==> src/sdcs_consts.svh <==
`ifndef SDCS_CONSTS_SVH
`define SDCS_CONSTS_SVH

// System clock and converter master clock, in hertz.
`define SDCS_CLK_HZ 50_000_000
`define SDCS_MASTER_CLOCK_FREQUENCY_HZ 64_000
// System clocks per modulator sample; the fraction is dropped.
`define SDCS_MOD_DIV (`SDCS_CLK_HZ / `SDCS_MASTER_CLOCK_FREQUENCY_HZ)
// Filter -3 dB bandwidth as hundredths of the output data rate.
`define SDCS_BW_CENTI 24

// Register byte offsets.
`define SDCS_ADR_CTRL 8'h00
`define SDCS_ADR_STATUS 8'h04
`define SDCS_ADR_DATA 8'h08
`define SDCS_ADR_IRQ_STAT 8'h0C
`define SDCS_ADR_IRQ_MASK 8'h10
`define SDCS_ADR_BW 8'h14

// Control register fields.
`define SDCS_CTRL_CHAN_LSB 0
`define SDCS_CTRL_CHAN_MSB 2
`define SDCS_CTRL_CHOP_BIT 3
`define SDCS_CTRL_BIPOLAR_BIT 4
`define SDCS_CTRL_BUF_BIT 5
`define SDCS_CTRL_RATE_LSB 8
`define SDCS_CTRL_RATE_MSB 11
`define SDCS_CTRL_MASK 32'h0000_0F3F
`define SDCS_CTRL_RST 32'h0000_0A08
`define SDCS_RATE_MIN 4'h4

// Interrupt status bits.
`define SDCS_IRQ_CONVERSION_READY_FLAG_BIT 0
`define SDCS_IRQ_CAL_BIT 1
`define SDCS_IRQ_MASK_W 32'h0000_0003

// Result coding.
`define SDCS_MID_SCALE 24'h80_0000
`define SDCS_MOD_FS 27'h080_0000

`endif

==> src/sdcs_pkg.sv <==
package sdcs_pkg;

    typedef enum logic [1:0] {
        SDCS_FLUSHED,
        SDCS_PRIMED,
        SDCS_RUNNING
    } sdcs_settle_e;

    typedef logic [23:0] sdcs_code_t;
    typedef logic signed [24:0] sdcs_sample_t;
    typedef logic signed [16:0] sdcs_sum_t;

endpackage : sdcs_pkg

==> src/sdcs_mod_if.sv <==
`timescale 1ns/100ps
`default_nettype none

interface sdcs_mod_if;
    logic tick;
    logic mod_bit;
    logic flush;
    sdcs_pkg::sdcs_sample_t x;
    logic [3:0] rate_shift;
    sdcs_pkg::sdcs_sum_t sum;
    logic done;

    modport mod (input flush, input x, output tick, output mod_bit);
    modport dec (input tick, input mod_bit, input flush, input rate_shift,
                 output sum, output done);
    modport ctl (output flush, output x, output rate_shift, input sum, input done);
endinterface : sdcs_mod_if

`default_nettype wire

==> src/sdcs_modulator.sv <==
`timescale 1ns/100ps
`default_nettype none
`include "sdcs_consts.svh"

module sdcs_modulator (
    // Clock and reset
    input wire logic clock,
    input wire logic srst,
    // Modulator side of the filter link
    sdcs_mod_if.mod mif
);
    import sdcs_pkg::*;

    localparam logic [9:0] DIV_LAST = 10'(`SDCS_MOD_DIV - 1);

    logic [9:0] div_reg;
    logic [9:0] div_next;
    logic signed [26:0] integ_reg;
    logic signed [26:0] integ_next;
    logic signed [26:0] fb;
    logic tick_reg;
    logic bit_reg;
    logic bit_next;
    wire sample_now = !mif.flush && (div_reg == DIV_LAST);

    ////////////////////////////////////////////////////////////////////////
    // One bit per master clock period; a flush clears the loop state.
    assign div_next = (mif.flush || div_reg == DIV_LAST) ? 10'h000 : div_reg + 10'h001;
    assign fb = (integ_reg >= 0) ? $signed(`SDCS_MOD_FS) : -$signed(`SDCS_MOD_FS);
    assign integ_next = mif.flush ? 27'h000_0000 :
                        sample_now ? integ_reg + 27'(mif.x) - fb : integ_reg;
    assign bit_next = sample_now ? (integ_reg >= 0) : bit_reg;

    always_ff @(posedge clock) begin
        if (srst) begin
            div_reg <= 10'h000;
            integ_reg <= 27'h000_0000;
            tick_reg <= 1'b0;
            bit_reg <= 1'b0;
        end else begin
            div_reg <= div_next;
            integ_reg <= integ_next;
            tick_reg <= sample_now;
            bit_reg <= bit_next;
        end
    end

    assign mif.tick = tick_reg;
    assign mif.mod_bit = bit_reg;
endmodule : sdcs_modulator

`default_nettype wire

==> src/sdcs_decimator.sv <==
`timescale 1ns/100ps
`default_nettype none
`include "sdcs_consts.svh"

module sdcs_decimator (
    // Clock and reset
    input wire logic clock,
    input wire logic srst,
    // Filter side of the modulator link
    sdcs_mod_if.dec mif
);
    import sdcs_pkg::*;

    logic [15:0] cnt_reg;
    logic [15:0] len_m1;
    sdcs_sum_t acc_reg;
    sdcs_sum_t acc_step;
    sdcs_sum_t out_reg;
    logic done_reg;
    wire last = (cnt_reg == len_m1);

    ////////////////////////////////////////////////////////////////////////
    // Sums 2^rate_shift modulator bits into one period result.
    assign len_m1 = (16'h0001 << mif.rate_shift) - 16'h0001;
    assign acc_step = acc_reg + (mif.mod_bit ? 17'sd1 : -17'sd1);

    always_ff @(posedge clock) begin
        if (srst || mif.flush) begin
            cnt_reg <= 16'h0000;
            acc_reg <= 17'sd0;
            out_reg <= 17'sd0;
            done_reg <= 1'b0;
        end else begin
            done_reg <= mif.tick && last;
            if (mif.tick) begin
                cnt_reg <= last ? 16'h0000 : cnt_reg + 16'h0001;
                acc_reg <= last ? 17'sd0 : acc_step;
                out_reg <= last ? acc_step : out_reg;
            end
        end
    end

    assign mif.sum = out_reg;
    assign mif.done = done_reg;
endmodule : sdcs_decimator

`default_nettype wire

==> src/sdcs_sequencer.sv <==
// Register access over Wishbone and the register offsets are this design's own decisions.
`timescale 1ns/100ps
`default_nettype none
`include "sdcs_consts.svh"

// Notes on behaviour
// - Channel change resets decimation filter and modulator.
// - Channel change drives ready flag inactive high until a new valid result.
// - With chopping, first valid result comes two periods after channel change.
// - Input steps never reset the filter; periods keep completing.
// - Step at a period start is fully reflected two periods later.
// - Step mid-period needs up to three periods to be reflected.
// - Cycling channels with chopping gives half the continuous data rate.
// - Without chopping a valid result follows one period after channel change.
// - Programmed rate is the continuous single-channel result rate.
// - Modulator samples at the master clock rate, filter decimates them.
// - Filter -3 dB bandwidth is 0.24 times the output data rate.
// - Unipolar results are straight binary, bipolar offset binary.
// - Bipolar zero input gives mid-scale code 0x800000.
module sdcs_sequencer (
    // Clock and reset
    input wire logic clock,
    input wire logic srst,
    // Wishbone slave
    input wire logic wb_cyc_i,
    input wire logic wb_stb_i,
    input wire logic wb_we_i,
    input wire logic [7:0] wb_adr_i,
    input wire logic [3:0] wb_sel_i,
    input wire logic [31:0] wb_dat_i,
    output logic [31:0] wb_dat_o,
    output logic wb_ack_o,
    // Converter input and channel select
    input wire sdcs_pkg::sdcs_code_t ain_code,
    output logic [2:0] channel_sel,
    // Status outputs
    output logic conversion_ready_flag_n,
    output logic irq
);
    import sdcs_pkg::*;

    function automatic logic sdcs_hit(input logic [7:0] adr, input logic [7:0] off);
        sdcs_hit = (adr[7:2] == off[7:2]);
    endfunction : sdcs_hit

    function automatic logic [31:0] sdcs_wmask(input logic [31:0] old_v,
                                               input logic [31:0] new_v,
                                               input logic [3:0] sel);
        logic [31:0] m;
        m = {{8{sel[3]}}, {8{sel[2]}}, {8{sel[1]}}, {8{sel[0]}}};
        sdcs_wmask = (old_v & ~m) | (new_v & m);
    endfunction : sdcs_wmask

    sdcs_mod_if mif ();

    logic ack_reg;
    logic [31:0] dat_reg;
    logic [31:0] dat_next;
    logic [31:0] ctrl_reg;
    logic [31:0] ctrl_next;
    logic [31:0] stat_reg;
    logic [31:0] stat_next;
    logic [31:0] mask_reg;
    logic [31:0] mask_next;
    logic irq_reg;
    logic flush_reg;
    logic ready_n_reg;
    logic ready_n_next;
    logic chop_neg_reg;
    sdcs_settle_e settle_reg;
    sdcs_settle_e settle_next;
    sdcs_sum_t prev_reg;
    sdcs_code_t data_reg;

    ////////////////////////////////////////////////////////////////////////
    // Bus decode. Writes land at the ack edge; a read samples one edge
    // earlier, so its side effect is taken at that sampling edge too.
    wire bus_req = wb_cyc_i && wb_stb_i;
    wire wr_ack = bus_req && wb_we_i && ack_reg;
    wire rd_take = bus_req && !wb_we_i && !ack_reg;
    wire wr_ctrl = wr_ack && sdcs_hit(wb_adr_i, `SDCS_ADR_CTRL);
    wire wr_stat = wr_ack && sdcs_hit(wb_adr_i, `SDCS_ADR_IRQ_STAT);
    wire wr_mask = wr_ack && sdcs_hit(wb_adr_i, `SDCS_ADR_IRQ_MASK);
    wire rd_data = rd_take && sdcs_hit(wb_adr_i, `SDCS_ADR_DATA);

    wire [31:0] ctrl_wv = sdcs_wmask(ctrl_reg, wb_dat_i, wb_sel_i) & `SDCS_CTRL_MASK;
    wire [2:0] chan = ctrl_reg[`SDCS_CTRL_CHAN_MSB:`SDCS_CTRL_CHAN_LSB];
    wire [3:0] rate_raw = ctrl_reg[`SDCS_CTRL_RATE_MSB:`SDCS_CTRL_RATE_LSB];
    wire chop_en = ctrl_reg[`SDCS_CTRL_CHOP_BIT];
    wire bipolar = ctrl_reg[`SDCS_CTRL_BIPOLAR_BIT];
    wire [3:0] rate_eff = (rate_raw < `SDCS_RATE_MIN) ? `SDCS_RATE_MIN : rate_raw;

    wire chan_chg = wr_ctrl &&
        (ctrl_wv[`SDCS_CTRL_CHAN_MSB:`SDCS_CTRL_CHAN_LSB] != chan);
    // Rate or chop changes also restart, since a half-built period is useless.
    wire restart = chan_chg || (wr_ctrl &&
        (ctrl_wv[`SDCS_CTRL_RATE_MSB:`SDCS_CTRL_RATE_LSB] != rate_raw ||
         ctrl_wv[`SDCS_CTRL_CHOP_BIT] != chop_en));
    wire cal_due = wr_ctrl &&
        (ctrl_wv[`SDCS_CTRL_RATE_MSB:`SDCS_CTRL_RATE_LSB] != rate_raw ||
         ctrl_wv[`SDCS_CTRL_BIPOLAR_BIT] != bipolar ||
         ctrl_wv[`SDCS_CTRL_BUF_BIT] != ctrl_reg[`SDCS_CTRL_BUF_BIT]);

    ////////////////////////////////////////////////////////////////////////
    // Modulator input. Unipolar input is unsigned; recentring it makes the
    // final mid-scale flip give straight binary.
    // input coding
    wire signed [23:0] x_centred = bipolar ? $signed(ain_code)
                                           : $signed(ain_code ^ `SDCS_MID_SCALE);
    wire sdcs_sample_t x_ext = 25'(x_centred);
    assign mif.x = chop_neg_reg ? -x_ext : x_ext;
    assign mif.flush = flush_reg;
    assign mif.rate_shift = rate_eff;

    sdcs_modulator u_mod (
        .clock(clock),
        .srst(srst),
        .mif(mif.mod)
    );

    sdcs_decimator u_dec (
        .clock(clock),
        .srst(srst),
        .mif(mif.dec)
    );

    ////////////////////////////////////////////////////////////////////////
    // Period results. With chopping two opposite-polarity periods are
    // averaged, which cancels offset but costs one period of settling.
    // no step reset
    wire conv_done = mif.done && !flush_reg;
    wire sdcs_sum_t corr = chop_neg_reg ? -mif.sum : mif.sum;
    wire signed [17:0] pair = 18'(corr) + 18'(prev_reg);
    wire signed [17:0] avg = chop_en ? (pair >>> 1) : 18'(corr);
    wire [4:0] shamt = 5'd23 - {1'b0, rate_eff};
    wire signed [41:0] scaled = 42'(avg) <<< shamt;
    wire pos_ovf = !scaled[41] && (|scaled[40:23]);
    wire neg_ovf = scaled[41] && !(&scaled[40:23]);
    wire [23:0] code_s = pos_ovf ? 24'h7F_FFFF : neg_ovf ? 24'h80_0000 : scaled[23:0];
    wire sdcs_code_t code_out = code_s ^ `SDCS_MID_SCALE;

    wire valid_now = conv_done && (!chop_en || settle_reg != SDCS_FLUSHED);

    always_comb begin
        settle_next = settle_reg;
        if (restart) begin
            settle_next = SDCS_FLUSHED;
        end else if (conv_done) begin
            case (settle_reg)
                SDCS_FLUSHED: settle_next = SDCS_PRIMED;
                SDCS_PRIMED: settle_next = SDCS_RUNNING;
                SDCS_RUNNING: settle_next = SDCS_RUNNING;
                default: settle_next = SDCS_FLUSHED;
            endcase
        end
    end

    assign ready_n_next = restart ? 1'b1 : valid_now ? 1'b0 : rd_data ? 1'b1 : ready_n_reg;

    ////////////////////////////////////////////////////////////////////////
    // Interrupt status: set wins over a write-one clear in the same cycle.
    wire [31:0] stat_set = {30'h0000_0000, cal_due, valid_now};
    wire [31:0] stat_clr = wr_stat ? (wb_dat_i & {{8{wb_sel_i[3]}}, {8{wb_sel_i[2]}},
                                     {8{wb_sel_i[1]}}, {8{wb_sel_i[0]}}}) : 32'h0000_0000;
    assign stat_next = ((stat_reg & ~stat_clr) | stat_set) & `SDCS_IRQ_MASK_W;
    assign mask_next = wr_mask ? (sdcs_wmask(mask_reg, wb_dat_i, wb_sel_i) & `SDCS_IRQ_MASK_W)
                               : mask_reg;
    assign ctrl_next = wr_ctrl ? ctrl_wv : ctrl_reg;

    wire [31:0] bw_centihz = 32'(`SDCS_MASTER_CLOCK_FREQUENCY_HZ * `SDCS_BW_CENTI) >> rate_eff;

    always_comb begin
        dat_next = 32'h0000_0000;
        case ({wb_adr_i[7:2], 2'b00})
            `SDCS_ADR_CTRL: dat_next = ctrl_reg;
            `SDCS_ADR_STATUS: dat_next = {28'h000_0000, chop_neg_reg, settle_reg, ready_n_reg};
            `SDCS_ADR_DATA: dat_next = {8'h00, data_reg};
            `SDCS_ADR_IRQ_STAT: dat_next = stat_reg;
            `SDCS_ADR_IRQ_MASK: dat_next = mask_reg;
            `SDCS_ADR_BW: dat_next = bw_centihz;
            default: dat_next = 32'h0000_0000;
        endcase
    end

    ////////////////////////////////////////////////////////////////////////
    always_ff @(posedge clock) begin
        if (srst) begin
            ack_reg <= 1'b0;
            dat_reg <= 32'h0000_0000;
            ctrl_reg <= `SDCS_CTRL_RST;
            stat_reg <= 32'h0000_0000;
            mask_reg <= 32'h0000_0000;
            irq_reg <= 1'b0;
        end else begin
            ack_reg <= bus_req && !ack_reg;
            dat_reg <= rd_take ? dat_next : dat_reg;
            ctrl_reg <= ctrl_next;
            stat_reg <= stat_next;
            mask_reg <= mask_next;
            irq_reg <= |(stat_reg & mask_reg);
        end
    end

    always_ff @(posedge clock) begin
        if (srst) begin
            flush_reg <= 1'b0;
            ready_n_reg <= 1'b1;
            settle_reg <= SDCS_FLUSHED;
            chop_neg_reg <= 1'b0;
            prev_reg <= 17'sd0;
            data_reg <= 24'h00_0000;
        end else begin
            flush_reg <= restart;
            ready_n_reg <= ready_n_next;
            settle_reg <= settle_next;
            chop_neg_reg <= restart ? 1'b0 : (conv_done && chop_en) ? !chop_neg_reg : chop_neg_reg;
            prev_reg <= restart ? 17'sd0 : conv_done ? corr : prev_reg;
            data_reg <= valid_now ? code_out : data_reg;
        end
    end

    assign wb_ack_o = ack_reg;
    assign wb_dat_o = dat_reg;
    assign channel_sel = chan;
    assign conversion_ready_flag_n = ready_n_reg;
    assign irq = irq_reg;

    ////////////////////////////////////////////////////////////////////////
    property p_chan_flush;
        @(posedge clock) disable iff (srst) chan_chg |=> flush_reg && ready_n_reg;
    endproperty
    a_chan_flush: assert property (p_chan_flush) else $error("no flush on channel change");

    property p_flag_high;
        @(posedge clock) disable iff (srst) flush_reg |-> ready_n_reg ##1 ready_n_reg;
    endproperty
    a_flag_high: assert property (p_flag_high) else $error("ready active after change");

    property p_chop_settle;
        @(posedge clock) disable iff (srst)
            $fell(ready_n_reg) && chop_en |-> settle_reg == SDCS_RUNNING;
    endproperty
    a_chop_settle: assert property (p_chop_settle) else $error("chop result too early");

    property p_nochop_settle;
        @(posedge clock) disable iff (srst)
            $fell(ready_n_reg) && !chop_en |-> settle_reg != SDCS_FLUSHED;
    endproperty
    a_nochop_settle: assert property (p_nochop_settle) else $error("result before a period");

    property p_no_step_reset;
        @(posedge clock) disable iff (srst) flush_reg |-> $past(wr_ctrl);
    endproperty
    a_no_step_reset: assert property (p_no_step_reset) else $error("flush without write");

    property p_read_clears;
        @(posedge clock) disable iff (srst) rd_data && !valid_now && !restart |=> ready_n_reg;
    endproperty
    a_read_clears: assert property (p_read_clears) else $error("flag not cleared on read");

    property p_mid_scale;
        @(posedge clock) disable iff (srst) valid_now && scaled == 42'sd0 |=> data_reg == 24'h80_0000;
    endproperty
    a_mid_scale: assert property (p_mid_scale) else $error("zero not mid-scale");

    property p_timer_restart;
        @(posedge clock) disable iff (srst) flush_reg |=> !mif.done [*2];
    endproperty
    a_timer_restart: assert property (p_timer_restart) else $error("period not restarted");

    property p_cal_flag;
        @(posedge clock) disable iff (srst)
            wr_ctrl && ctrl_wv[`SDCS_CTRL_RATE_MSB:`SDCS_CTRL_RATE_LSB] != rate_raw
            |=> stat_reg[`SDCS_IRQ_CAL_BIT] ##1 (irq_reg == mask_reg[`SDCS_IRQ_CAL_BIT]
                                                 || irq_reg);
    endproperty
    a_cal_flag: assert property (p_cal_flag) else $error("calibration flag missing");

    property p_irq_level;
        @(posedge clock) disable iff (srst) |(stat_reg & mask_reg) |=> irq_reg;
    endproperty
    a_irq_level: assert property (p_irq_level) else $error("interrupt not raised");
endmodule : sdcs_sequencer

`default_nettype wire

==> config.mk <==
export PLATFORM = sky130hd
export DESIGN_NAME = sdcs_sequencer
export DESIGN_NICKNAME = d
export VERILOG_FILES = /design/src/sdcs_pkg.sv /design/src/sdcs_mod_if.sv /design/src/sdcs_modulator.sv /design/src/sdcs_decimator.sv /design/src/sdcs_sequencer.sv
export VERILOG_INCLUDE_DIRS = /design/src /design/src/src
export SDC_FILE = /design/constraint.sdc
export NUM_CORES = 1
export LEC_CHECK = 0
export ABC_AREA = 1
export BUFFER_PORTS_ARGS = -buffer_cell sky130_fd_sc_hd__buf_2
export CAP_MARGIN = 25
export CORE_MARGIN = 4
export CORE_UTILIZATION = 54
export CTS_CLUSTER_SIZE = 24
export DETAILED_ROUTE_END_ITERATION = 10
export PLACE_DENSITY = 0.83
export SLEW_MARGIN = 20
export SYNTH_ARGS = -nofsm -noshare
export SYNTH_HDL_FRONTEND = slang
export SYNTH_HIERARCHICAL = 1
export SYNTH_SLANG_ARGS = --single-unit
==> constraint.sdc <==
create_clock -name clock -period 4.35 [get_ports clock]
set_input_delay 1.0875 -clock clock [delete_from_list [all_inputs] [get_ports clock]]
set_output_delay 1.0875 -clock clock [all_outputs]
set_load 0.005 [all_outputs]
==> qor.txt, run 1 <==
Outcome -> completed
Starting Density -> 54.7%
Yosys Warn Count -> 6
DR WL/cell -> 13.9 um
Sum Neg Setup Slack -> 0 ns
Mapped Area -> 15200 um^2
CTS Sinks -> 176
Hold Path Cell Cnt -> 2
Number of global-route vias before repair -> 14700
R2R setup slack -> 0.32 ns
Actual slew at the worst max-slew pin -> 1.01 ns
CORE AREA -> 27700 um^2
First-pass GRT wire length -> 68.9 mm
Mapped Cells -> 2529
P&R area growth vs syn -> 11.8%
PwrDens -> 222 nW/um^2
Final Hold Fails -> 0
TritonRoute pass-1 iters -> 6
Crit Path Class -> input pin to flop
Placement Rows -> 61
Vias -> 16000
Worst r2r src -> u_dec/mif.sum[1]
Total Wirelength -> 41.5 mm
Relative slew margins -> 32.3%
DRC -> 0
GPL Wtd Cong -> 1.00
Via-per-instance ratio -> 5.33
Layout Utilization -> 61.2%
Clk slew on worst S/H paths -> 0.09 ns
Die Y -> 176 um
Max FFs per register -> 27
Sequential cell area -> 3520 um^2
Nets -> 2771
CP max stage delay -> 0.32 ns
HPWL after DPL -> 31.4 mm
Final WS setup -> 0.253 ns
Crit-path slowest cell -> ha_4
Fmax achieved -> 244 MHz
DP Worst Slack -> -0.327 ns
N_diodes -> 0
Largest net degree at the start of global routing -> 55
Port-buffer cells -> 76
Pleak -> 0.00855 uW
Die ar. -> 30800 um^2
Share of cells above drive strength 1 -> 12.3%
Hold/Removal Path Class -> flop to flop
Crit Path Max Fanout -> 5
Io pins -> 111
Antenna-violating nets left -> 0
Total CTS buffers -> 17
Placed instance area -> 16000 um^2
Final setup fails -> 0
Number of synthesized register bits -> 176
Crit path top cell by count -> nor2_2
Hold_sp -> wb_dat_o[11]
Area of the multi-input gates -> 9840 um^2
Number of DRC markers in iteration 0 -> 1386
Worst Setup End Kind -> flop
Die W -> 176 um
Period utilization -> 94.2%
Bufs on Longest Clock Path -> 2
Fillers -> 2658
CP startpoint kind -> input pin
Ys flop type -> dfxtp_1
Register area share after synthesis -> 23.2%
Setup Skew -> 0.0170 ns
Worst skew pair latency -> 0.45 ns
Initial antenna violation count -> 0
EDFF count, synth -> 0
R2R depth -> 30
Max Transition Viols Final -> 0
Gr ovfl total -> 0
Peak supply drop -> 0.279 mV
RR Endpoint -> data_reg[20]
Clk root buf -> clkbuf_16
Avg Cell Area, Syn -> 6.00 um^2
Final min period -> 4.10 ns
TritonCTS clock tree -> done
Cell area after layout -> 16900 um^2
Max Cap Viol -> 0
Synth unique cells -> 56
Overall routing resource usage -> 26.4%
Req. time, crit path -> 4.68 ns
Hold EP -> wb_dat_o[11]
Fraction of registers with async set/reset -> 0%
CP Data Arrival Time -> 4.43 ns
H-tree levels -> 4
==> layout make-up <==
type | instances | area share [%]
timing repair buffer | 127 | 4.64
inverter | 448 | 9.98
multi-input combinational | 1834 | 58.1
clock inverter | 15 | 1.23
clock buffer | 17 | 2.51
sequential | 176 | 20.8
tap | 378 | 2.79
==> report_power, final <==
group          switching, uW  leakage (uW)  internal, uW  total, uW
combinational            304       0.00682           169        473
sequential              2.61       0.00142          1610       1610
clock                    824      0.000307           843       1670
total                   1130       0.00855          2620       3750
==> cells by family after synthesis <==
family	share of synthesized area, %
other	0.0247
AOI/OAI and AO/OA	11.8
buffers and inverters	13.9
adders and majority gates	7.96
DFF	23.2
muxes	0.0660
xor gates and xnor gates	4.32
and+or+nand+nor	38.7
==> per-layer routing <==
metal / vias up / global-route usage (%) / share of wire, %
li1: 8118 / - / -
met1: 7278 / 35.9 / 45
met2: 518 / 44.5 / 47
met3: 61 / 2.73 / 5.8
met4: 0 / 7.41 / 2.2
met5: - / 0 / 0
==> critical path: cells and delay by family <==
family | cells | cell delay [ns]
AOI/OAI and AO/OA | 2 | 0.32
xor gates and xnor gates | 1 | 0.17
adders and majority gates | 3 | 0.73
buffers and inverters | 9 | 0.69
and+or+nand+nor | 14 | 1.40
==> cells in the final DEF (no fill, tap or decap), types with 11 or more instances in the layout <==
master,instances
nand2_1,758
inv_1,412
nand3_1,236
dfxtp_1,176
nor2_1,173
a21oi_1,158
o21ai_0,85
ha_1,82
buf_2,76
xor2_1,56
buf_4,48
nand4_1,33
inv_2,32
nand2_2,29
nor2_2,25
nor3_1,21
clkbuf_16,17
nand3_2,16
xnor2_1,14
nor2_4,13
o211ai_1,13
o21ai_1,11
==> cell usage after synthesis (13+ instances only) <==
| library cell | instances | area, um^2 |
|---|---|---|
| nand2_1 | 769 | 2890 |
| inv_1 | 422 | 1580 |
| nand3_1 | 239 | 1200 |
| nor2_1 | 187 | 702 |
| dfxtp_1 | 176 | 3520 |
| a21oi_1 | 163 | 816 |
| ha_1 | 90 | 1130 |
| o21ai_0 | 87 | 435 |
| xor2_1 | 57 | 499 |
| clkbuf_1 | 34 | 128 |
| nand4_1 | 33 | 206 |
| nor3_1 | 25 | 125 |
| inv_2 | 23 | 86.3 |
| nand2_2 | 21 | 131 |
| buf_4 | 15 | 113 |
| nor2_2 | 15 | 93.8 |
| nand3_2 | 14 | 140 |
| xnor2_1 | 14 | 123 |
| buf_2 | 13 | 65.1 |
| o211ai_1 | 13 | 97.6 |
==> worst max path at each step <==
stage                      from                   to  cells past startpoint  slack (ns)
detailed placement  ain_code[1]  u_mod/integ_reg[25]                     27       -0.33
global route        ain_code[0]  u_mod/integ_reg[23]                     29       -0.08
CTS                 ain_code[1]  u_mod/integ_reg[25]                     27        0.12
floorplan           ain_code[1]  u_mod/integ_reg[25]                     26        0.13
global placement    ain_code[0]  u_mod/integ_reg[22]                     25       -0.25
finish              ain_code[0]  u_mod/integ_reg[25]                     29        0.25
==> per-stage QoR <==
| step | std cells | hold WS (ns) | power, uW |
|---|---|---|---|
| after global routing | 2995 | 0.483 | 3910 |
| after CTS | 2988 | 0.466 | 3740 |
| after global placement | 2956 | 0.441 | 2070 |
| final | 2995 | 0.463 | 3750 |
| after floorplan | 2536 | 0.430 | 1960 |
| after detailed placement | 2956 | 0.453 | 2080 |
==> what timing repair did <==
item	CTS	global route
gates resized for setup	0	78
buffers inserted	0	6
endpoints found under the hold margin	0	0
hold buffers	0	0
endpoints found under the setup margin	0	35
Note: power is estimated with default switching activity, not from simulation.
==> run 2: changes to the inputs <==
--- a/config.mk
+++ b/config.mk
@@ -17,5 +17,4 @@
 export SLEW_MARGIN = 20
 export SYNTH_ARGS = -nofsm -noshare
 export SYNTH_HDL_FRONTEND = slang
-export SYNTH_HIERARCHICAL = 1
 export SYNTH_SLANG_ARGS = --single-unit
==> run 2 against run 1 <==
Clock-buffer cell count unchanged. Global-route usage fell by 0.56 points. Worst setup slack worse by 0.19 ns. Maximum frequency fell by 4.5%. Critical path type unchanged. Largest cell class unchanged. Largest power group is now sequential cells.
==> qor.txt, run 2 <==
Outcome -> completed
CP Data Arrival Time -> 4.64 ns (+0.21 ns)
Register area share after synthesis -> 26.5% (+3.3 points)
# hold bufs at CTS -> 0 (unchanged)
P&R area growth vs syn -> 14.6%
Synth Area in Compound Gates -> 16.8% (+5.0 points)
Setup Skew -> 0.0138 ns (-0.00324 ns)
Hold/Removal Path Class -> flop to flop
DP Worst Slack -> -0.583 ns (-0.255 ns)
Clk slew on worst S/H paths -> 0.07 ns (-0.02 ns)
Main combinational cell family by area after synthesis -> simple AND/OR/NAND/NOR gates
CP startpoint kind -> input pin
First-pass GRT wire length -> 58.4 mm (-15%)
GPL Wtd Cong -> 0.932 (-7.0%)
CORE AREA -> 24200 um^2 (-12%)
Yosys top cell area share -> 26.5% (+3.3 points)
Met3 wire length -> 1.97 mm (-19%)
Met1 WL -> 15.0 mm (-20%)
Gr ovfl total -> 0 (unchanged)
Worst skew pair latency -> 0.45 ns (about the same)
Via-per-instance ratio -> 5.42 (+1.6%)
Sw Share -> 27.8% (-2.4 points)
Ys flop type -> dfxtp_1
Clk root buf -> clkbuf_16
Total Wirelength -> 35.1 mm (-15%)
Number of synthesized register bits -> 176 (unchanged)
Area contributors post-synth -> dfxtp_1 (26%), nand2_1 (14%), ha_1 (8.5%)
Final Hold Fails -> 0 (unchanged)
Peak supply drop -> 0.265 mV (-4.8%)
Bufs on Longest Clock Path -> 2 (unchanged)
Placement Rows -> 57 (-6.6%)
PwrDens -> 234 nW/um^2 (+5.5%)
Overall routing resource usage -> 25.8% (-0.56 points)
Vias -> 13600 (-15%)
Synth unique cells -> 67 (+20%)
Met2 wire length -> 17.1 mm (-12%)
Max FFs per register -> 27 (unchanged)
Mapped Area -> 13300 um^2 (-12%)
Clock share of power -> 42.2% (-2.2 points)
EDFF count, synth -> 0 (unchanged)
Period utilization -> 98.7% (+4.5 points)
HPWL after DPL -> 26.3 mm (-16%)
Relative slew margins -> 35.9% (+3.6 points)
Mapped Cells -> 2042 (-19%)
Cell taking the most area after synthesis -> dfxtp_1
Initial antenna violation count -> 0 (unchanged)
Total CTS buffers -> 17 (unchanged)
Actual slew at the worst max-slew pin -> 0.961 ns (-0.0518 ns)
Number of DRC markers in iteration 0 -> 1110 (-20%)
Post-synth top cells -> nand2_1 (481), inv_1 (295), dfxtp_1 (176), a21oi_1 (174), nor2_1 (168)
Placed instance area -> 14400 um^2 (-9.5%)
Starting Density -> 54.9% (+0.12 points)
Cells after DPL -> 2466 (-17%)
Cell area after layout -> 15200 um^2 (-10%)
Crit Path Class -> input pin to flop
Worst Setup End Kind -> flop
Fraction of registers with async set/reset -> 0% (unchanged)
Switching pwr -> 988 uW (-13%)
Avg Cell Area, Syn -> 6.51 um^2 (+8.6%)
Logic pwr share -> 12.4% (-0.2 points)
CTS Sinks -> 176 (unchanged)
TritonCTS clock tree -> done
Final setup fails -> 0 (unchanged)
Crit Path Max Fanout -> 3 (-2)
Finished Layout Cells -> 2503 (-16%)
Max Transition Viols Final -> 0 (unchanged)
Sequential cell area -> 3520 um^2 (unchanged)
Nets -> 2332 (-16%)
Largest net degree at the start of global routing -> 36 (-35%)
Antenna-violating nets left -> 0 (unchanged)
Share of cells above drive strength 1 -> 15.2% (+2.9 points)
Final WS setup -> 0.0584 ns (-0.194 ns)
DRC -> 0 (unchanged)
Layout Utilization -> 62.8% (+1.7 points)
Internal power -> 2570 uW (-1.9%)
Adder-cell share of the synthesized area -> 9.07% (+1.1 points)
Sum Neg Setup Slack -> 0 ns (unchanged)
Max Cap Viol -> 0 (unchanged)
Pleak -> 0.00737 uW (-14%)
Max layer used -> met4
Most frequent cell after synthesis -> nand2_1
Fmax achieved -> 233 MHz (-4.5%)
DR WL/cell -> 14.0 um (+1.2%)
Post-synthesis mux area share -> 0.151% (+0.084 points)
H-tree levels -> 4 (unchanged)
Flop pwr share -> 45.3% (+2.3 points)
Area of the multi-input gates -> 8450 um^2 (-14%)
Final min period -> 4.29 ns (+0.194 ns)
RSZ-0062 raised after global routing -> yes
Simple-gate area share of the yosys netlist -> 29.3% (-9.4 points)
Fillers -> 2156 (-19%)
TritonRoute pass-1 iters -> 6 (unchanged)
Io pins -> 111 (unchanged)
Die W -> 165 um (-6.1%)
Post-Synth XOR/XNOR Area -> 6.23% (+1.9 points)
Yosys Warn Count -> 0 (-6)
Most frequent cells in the layout -> nand2_1 (477), inv_1 (289), dfxtp_1 (176)
Die ar. -> 27200 um^2 (-12%)
Die Y -> 165 um (-6.1%)
Commonest non-fill, non-tap cell in the layout -> nand2_1
Number of global-route vias before repair -> 13100 (-10%)
Port-buffer cells -> 76 (unchanged)
Req. time, crit path -> 4.70 ns (+0.02 ns)
-- run 2: cell count changes after synthesis, moves of 8 or more --
cell and delta:
o21ai_2 +9, or2_2 +11, inv_1 -127, nand4_1 -19, nor2_1 -19, nor3_1 +11
o21ai_0 +24, a21oi_2 +8, nand2_1 -288, a21oi_1 +11, nand3_1 -119, nand2_2 -9
xor2_1 +12
-- run 2: through the flow --
| stage | hold slack, ns | power [uW] |
|---|---|---|
| final | 0.464 | 3560 |
| after global routing | 0.485 | 3700 |
| after CTS | 0.463 | 3550 |
| after detailed placement | 0.452 | 2060 |
| after global placement | 0.444 | 2050 |
| after floorplan | 0.430 | 1900 |
-- run 2: layout make-up --
cell class | count | area share (%)
diodes | 1 | 0.0164
flip-flops and latches | 176 | 23.1
inverters | 318 | 7.95
multi-input cells | 1485 | 55.4
clock buffers | 17 | 2.79
clock inverters | 15 | 0.944
repair buffers | 167 | 7.09
well taps | 324 | 2.66
-- run 2: logic make-up (layout without fill, tap and decap cells) --
family	Yosys count	after routing
compound gates	390	390
xor+xnor	92	92
fa+ha+maj	94	94
buf+inv	389	517
flops	176	176
mux	2	2
other cells	2	11
simple gates	897	897
-- run 2: final timing paths --
check	start	to	slack, ns	depth (start not counted)
worst max register to register	u_dec.mif.sum[0]	data_reg[1]	0.41	30
worst min-delay path	wb_dat_o[5]	wb_dat_o[5]	0.46	2
worst max-delay path	ain_code[0]	u_mod.integ_reg[26]	0.06	26
worst min register to register	wb_dat_o[5]	wb_dat_o[5]	0.46	2
-- run 2: power by group through the flow --
stage | clock network (uW) | registers [uW] | logic (uW)
floorplan | 0 | 1650 | 245
global placement | 0 | 1650 | 395
detailed placement | 0 | 1650 | 408
CTS | 1520 | 1620 | 412
global route | 1590 | 1620 | 493
finish | 1500 | 1620 | 442
-- run 2: what timing repair did --
action,4_1_cts,5_1_grt
cloned,0,0
gates resized for setup,5,54
buffers inserted,1,2
setup endpoints to repair,3,25
pin swaps,3,9
-- run 2: metal layers --
layer	vias up	track usage (%)
li1	6841	-
met1	6212	31.8
met2	428	45.1
met3	86	4.24
met4	0	9.75
met5	-	0
-- run 2: worst max-delay path, cell delays in order --
cell and delay, ns:
buf_8 0.10, inv_4 0.05, ha_4 0.14, inv_4 0.04, nor3_4 0.12, inv_1 0.07, nor3_2 0.14, nand3_1 0.16
nor4_2 0.19, inv_1 0.10, nor3_2 0.10, inv_1 0.08, nor3_2 0.13, nand2_1 0.10, o211ai_1 0.22, o21ai_2 0.14
fa_1 0.50, ha_4 0.32, nand2_4 0.06, nor4_4 0.14, nand4_1 0.12, nand4_1 0.13, o21ai_2 0.07, a21oi_2 0.15
a21oi_2 0.07, o21a_1 0.10
==> run 3: changes to the inputs <==
--- a/config.mk
+++ b/config.mk
@@ -13,8 +13,9 @@
 export CORE_UTILIZATION = 54
 export CTS_CLUSTER_SIZE = 24
 export DETAILED_ROUTE_END_ITERATION = 10
-export PLACE_DENSITY = 0.83
+export PLACE_DENSITY = 0.72
 export SLEW_MARGIN = 20
 export SYNTH_ARGS = -nofsm -noshare
 export SYNTH_HDL_FRONTEND = slang
+export SYNTH_HIERARCHICAL = 1
 export SYNTH_SLANG_ARGS = --single-unit
==> constraint.sdc (replaced) <==
create_clock -name clock -period 5.5 [get_ports clock]
set_input_delay 1.375 -clock clock [delete_from_list [all_inputs] [get_ports clock]]
set_output_delay 1.375 -clock clock [all_outputs]
set_load 0.005 [all_outputs]
==> run 3 against run 2 <==
Power fell by 19%. Register-to-register slack improved by 0.77 ns. Cell count rose by 18%. Critical path depth rose by 3. Highest routed layer unchanged. Combinational power fell by 26%. Sequential share of layout area fell by 1.6 points. Non-clock buffer count fell by 72. Largest cell class unchanged. Utilization fell by 3.7 points.
==> qor.txt, run 3 (synthesis results as in run 1) <==
Outcome -> completed
Setup Skew -> 0.0172 ns (+0.00344 ns)
RSZ-0062 raised after global routing -> no
Die W -> 176 um (+6.4%)
Number of global-route vias before repair -> 14300 (+9.1%)
H-tree levels -> 4 (unchanged)
Bufs on Longest Clock Path -> 2 (unchanged)
Antenna-violating nets left -> 0 (unchanged)
HPWL after DPL -> 31.6 mm (+20%)
Fillers -> 2782 (+29%)
Clk root buf -> clkbuf_16
Final setup fails -> 0 (unchanged)
Total CTS buffers -> 17 (unchanged)
Pleak -> 0.00835 uW (+13%)
DR WL/cell -> 13.8 um (-1.8%)
TritonRoute pass-1 iters -> 5 (-1)
DRC -> 0 (unchanged)
Post-cts resize count -> 0 (-5)
M1 GR Usage -> 35.6% (+3.8 points)
Die Y -> 176 um (+6.4%)
P&R area growth vs syn -> 8.08%
Share of cells above drive strength 1 -> 8.94% (-6.3 points)
Met2 Usage GRT -> 44.6% (-0.55 points)
Via-per-instance ratio -> 5.24 (-3.3%)
CP Data Arrival Time -> 5.10 ns (+0.46 ns)
Crit-path slowest cell -> ha_1
Actual slew at the worst max-slew pin -> 0.955 ns (-0.00533 ns)
Gr ovfl total -> 0 (unchanged)
# hold bufs at CTS -> 0 (unchanged)
Met3 Resource Use GR -> 2.58% (-1.7 points)
TritonCTS clock tree -> done
Worst skew pair latency -> 0.44 ns (about the same)
CORE AREA -> 27700 um^2 (+14%)
Clk slew on worst S/H paths -> 0.07 ns (about the same)
Max Cap Viol -> 0 (unchanged)
Number of DRC markers in iteration 0 -> 1052 (-5.2%)
Initial antenna violation count -> 1 (+1)
Req. time, crit path -> 5.83 ns (+1.13 ns)
Max Transition Viols Final -> 0 (unchanged)
First-pass GRT wire length -> 68.1 mm (+17%)
Commonest non-fill, non-tap cell in the layout -> nand2_1
Cell area after layout -> 16400 um^2 (+7.5%)
CTS Sinks -> 176 (unchanged)
Worst Setup End Kind -> flop
Placed instance area -> 15800 um^2 (+9.1%)
Crit Path Max Fanout -> 6 (+3)
CP max stage delay -> 0.40 ns (-0.10 ns)
Largest net degree at the start of global routing -> 56 (+56%)
PwrDens -> 177 nW/um^2 (-24%)
Placement Rows -> 61 (+7.0%)
Relative slew margins -> 36.2% (+0.36 points)
Hold/Removal Path Class -> flop to flop
Most frequent cells in the layout -> nand2_1 (769), inv_1 (422), nand3_1 (239)
Sum Neg Setup Slack -> 0 ns (unchanged)
Fmax achieved -> 209 MHz
Io pins -> 111 (unchanged)
GRT Max-Usage Layer -> met2
Starting Density -> 54.7% (-0.12 points)
GPL Wtd Cong -> 0.966 (+3.7%)
Total Wirelength -> 40.8 mm (+16%)
Period utilization -> 86.8%
Crit Path Class -> input pin to flop
Overall routing resource usage -> 26.1% (+0.34 points)
Vias -> 15500 (+15%)
Nets -> 2739 (+17%)
Peak supply drop -> 0.188 mV (-29%)
Final Hold Fails -> 0 (unchanged)
Port-buffer cells -> 76 (unchanged)
Setup repair bufs after CTS -> 0 (-1)
Die ar. -> 30800 um^2 (+13%)
CP startpoint kind -> input pin
Final min period -> 4.77 ns
Max FFs per register -> 27 (unchanged)
Crit path top cell by count -> inv_1
==> run 3: cell type report <==
cell class                      instances  area, um^2  share of cell area (%)
Multi-Input combinational cell       1834        9560                    58.3
Sequential cell                       176        3520                    21.5
Inverter                              448        1690                    10.3
Timing Repair Buffer                   95         523                    3.19
Tap cell                              378         473                    2.89
Clock buffer                           17         425                    2.60
Clock inverter                         15         193                    1.18
Antenna cell                            1        2.50                  0.0153
==> run 3: per-layer routing <==
metal | vias up | routed length, um
met4 | 0 | 804
met2 | 415 | 18600
met5 | - | 0
li1 | 8055 | -
met3 | 55 | 2040
met1 | 7013 | 19400
==> run 3: final timing paths <==
check,from,endpoint,slack [ns],depth (start not counted)
worst max-delay path,ain_code[1],u_mod/integ_reg[23],0.73,29
worst min-delay path,u_mod/integ_reg[3],u_mod/integ_reg[3],0.46,2
worst max register to register,u_dec/mif.sum[0],data_reg[19],1.18,31
worst min register to register,u_mod/integ_reg[3],u_mod/integ_reg[3],0.46,2
==> run 3: power by group <==
group	internal (uW)	total (uW)	switching, uW
registers	1280	1280	1.93
logic	108	329	221
clock network	659	1300	638
==> run 3: metrics by stage <==
step | utilization (%) | worst slack, ns | instances | hold WS (ns) | total power (uW)
after CTS | 59.1 | 0.739 | 2962 | 0.460 | 2920
after global routing | 59.1 | 0.328 | 2964 | 0.481 | 3020
final | 59.1 | 0.726 | 2964 | 0.458 | 2900
after global placement | 56.9 | 0.401 | 2930 | 0.445 | 1630
after detailed placement | 56.9 | 0.292 | 2930 | 0.449 | 1630
after floorplan | - | 0.996 | 2536 | 0.430 | 1550
==> run 3: worst max-delay path: cells and delay by family <==
kind / cells / cell delay (ns)
buf+inv: 10 / 0.78
xor+xnor: 1 / 0.16
compound gates: 2 / 0.33
fa+ha+maj: 3 / 0.86
simple gates: 13 / 1.60
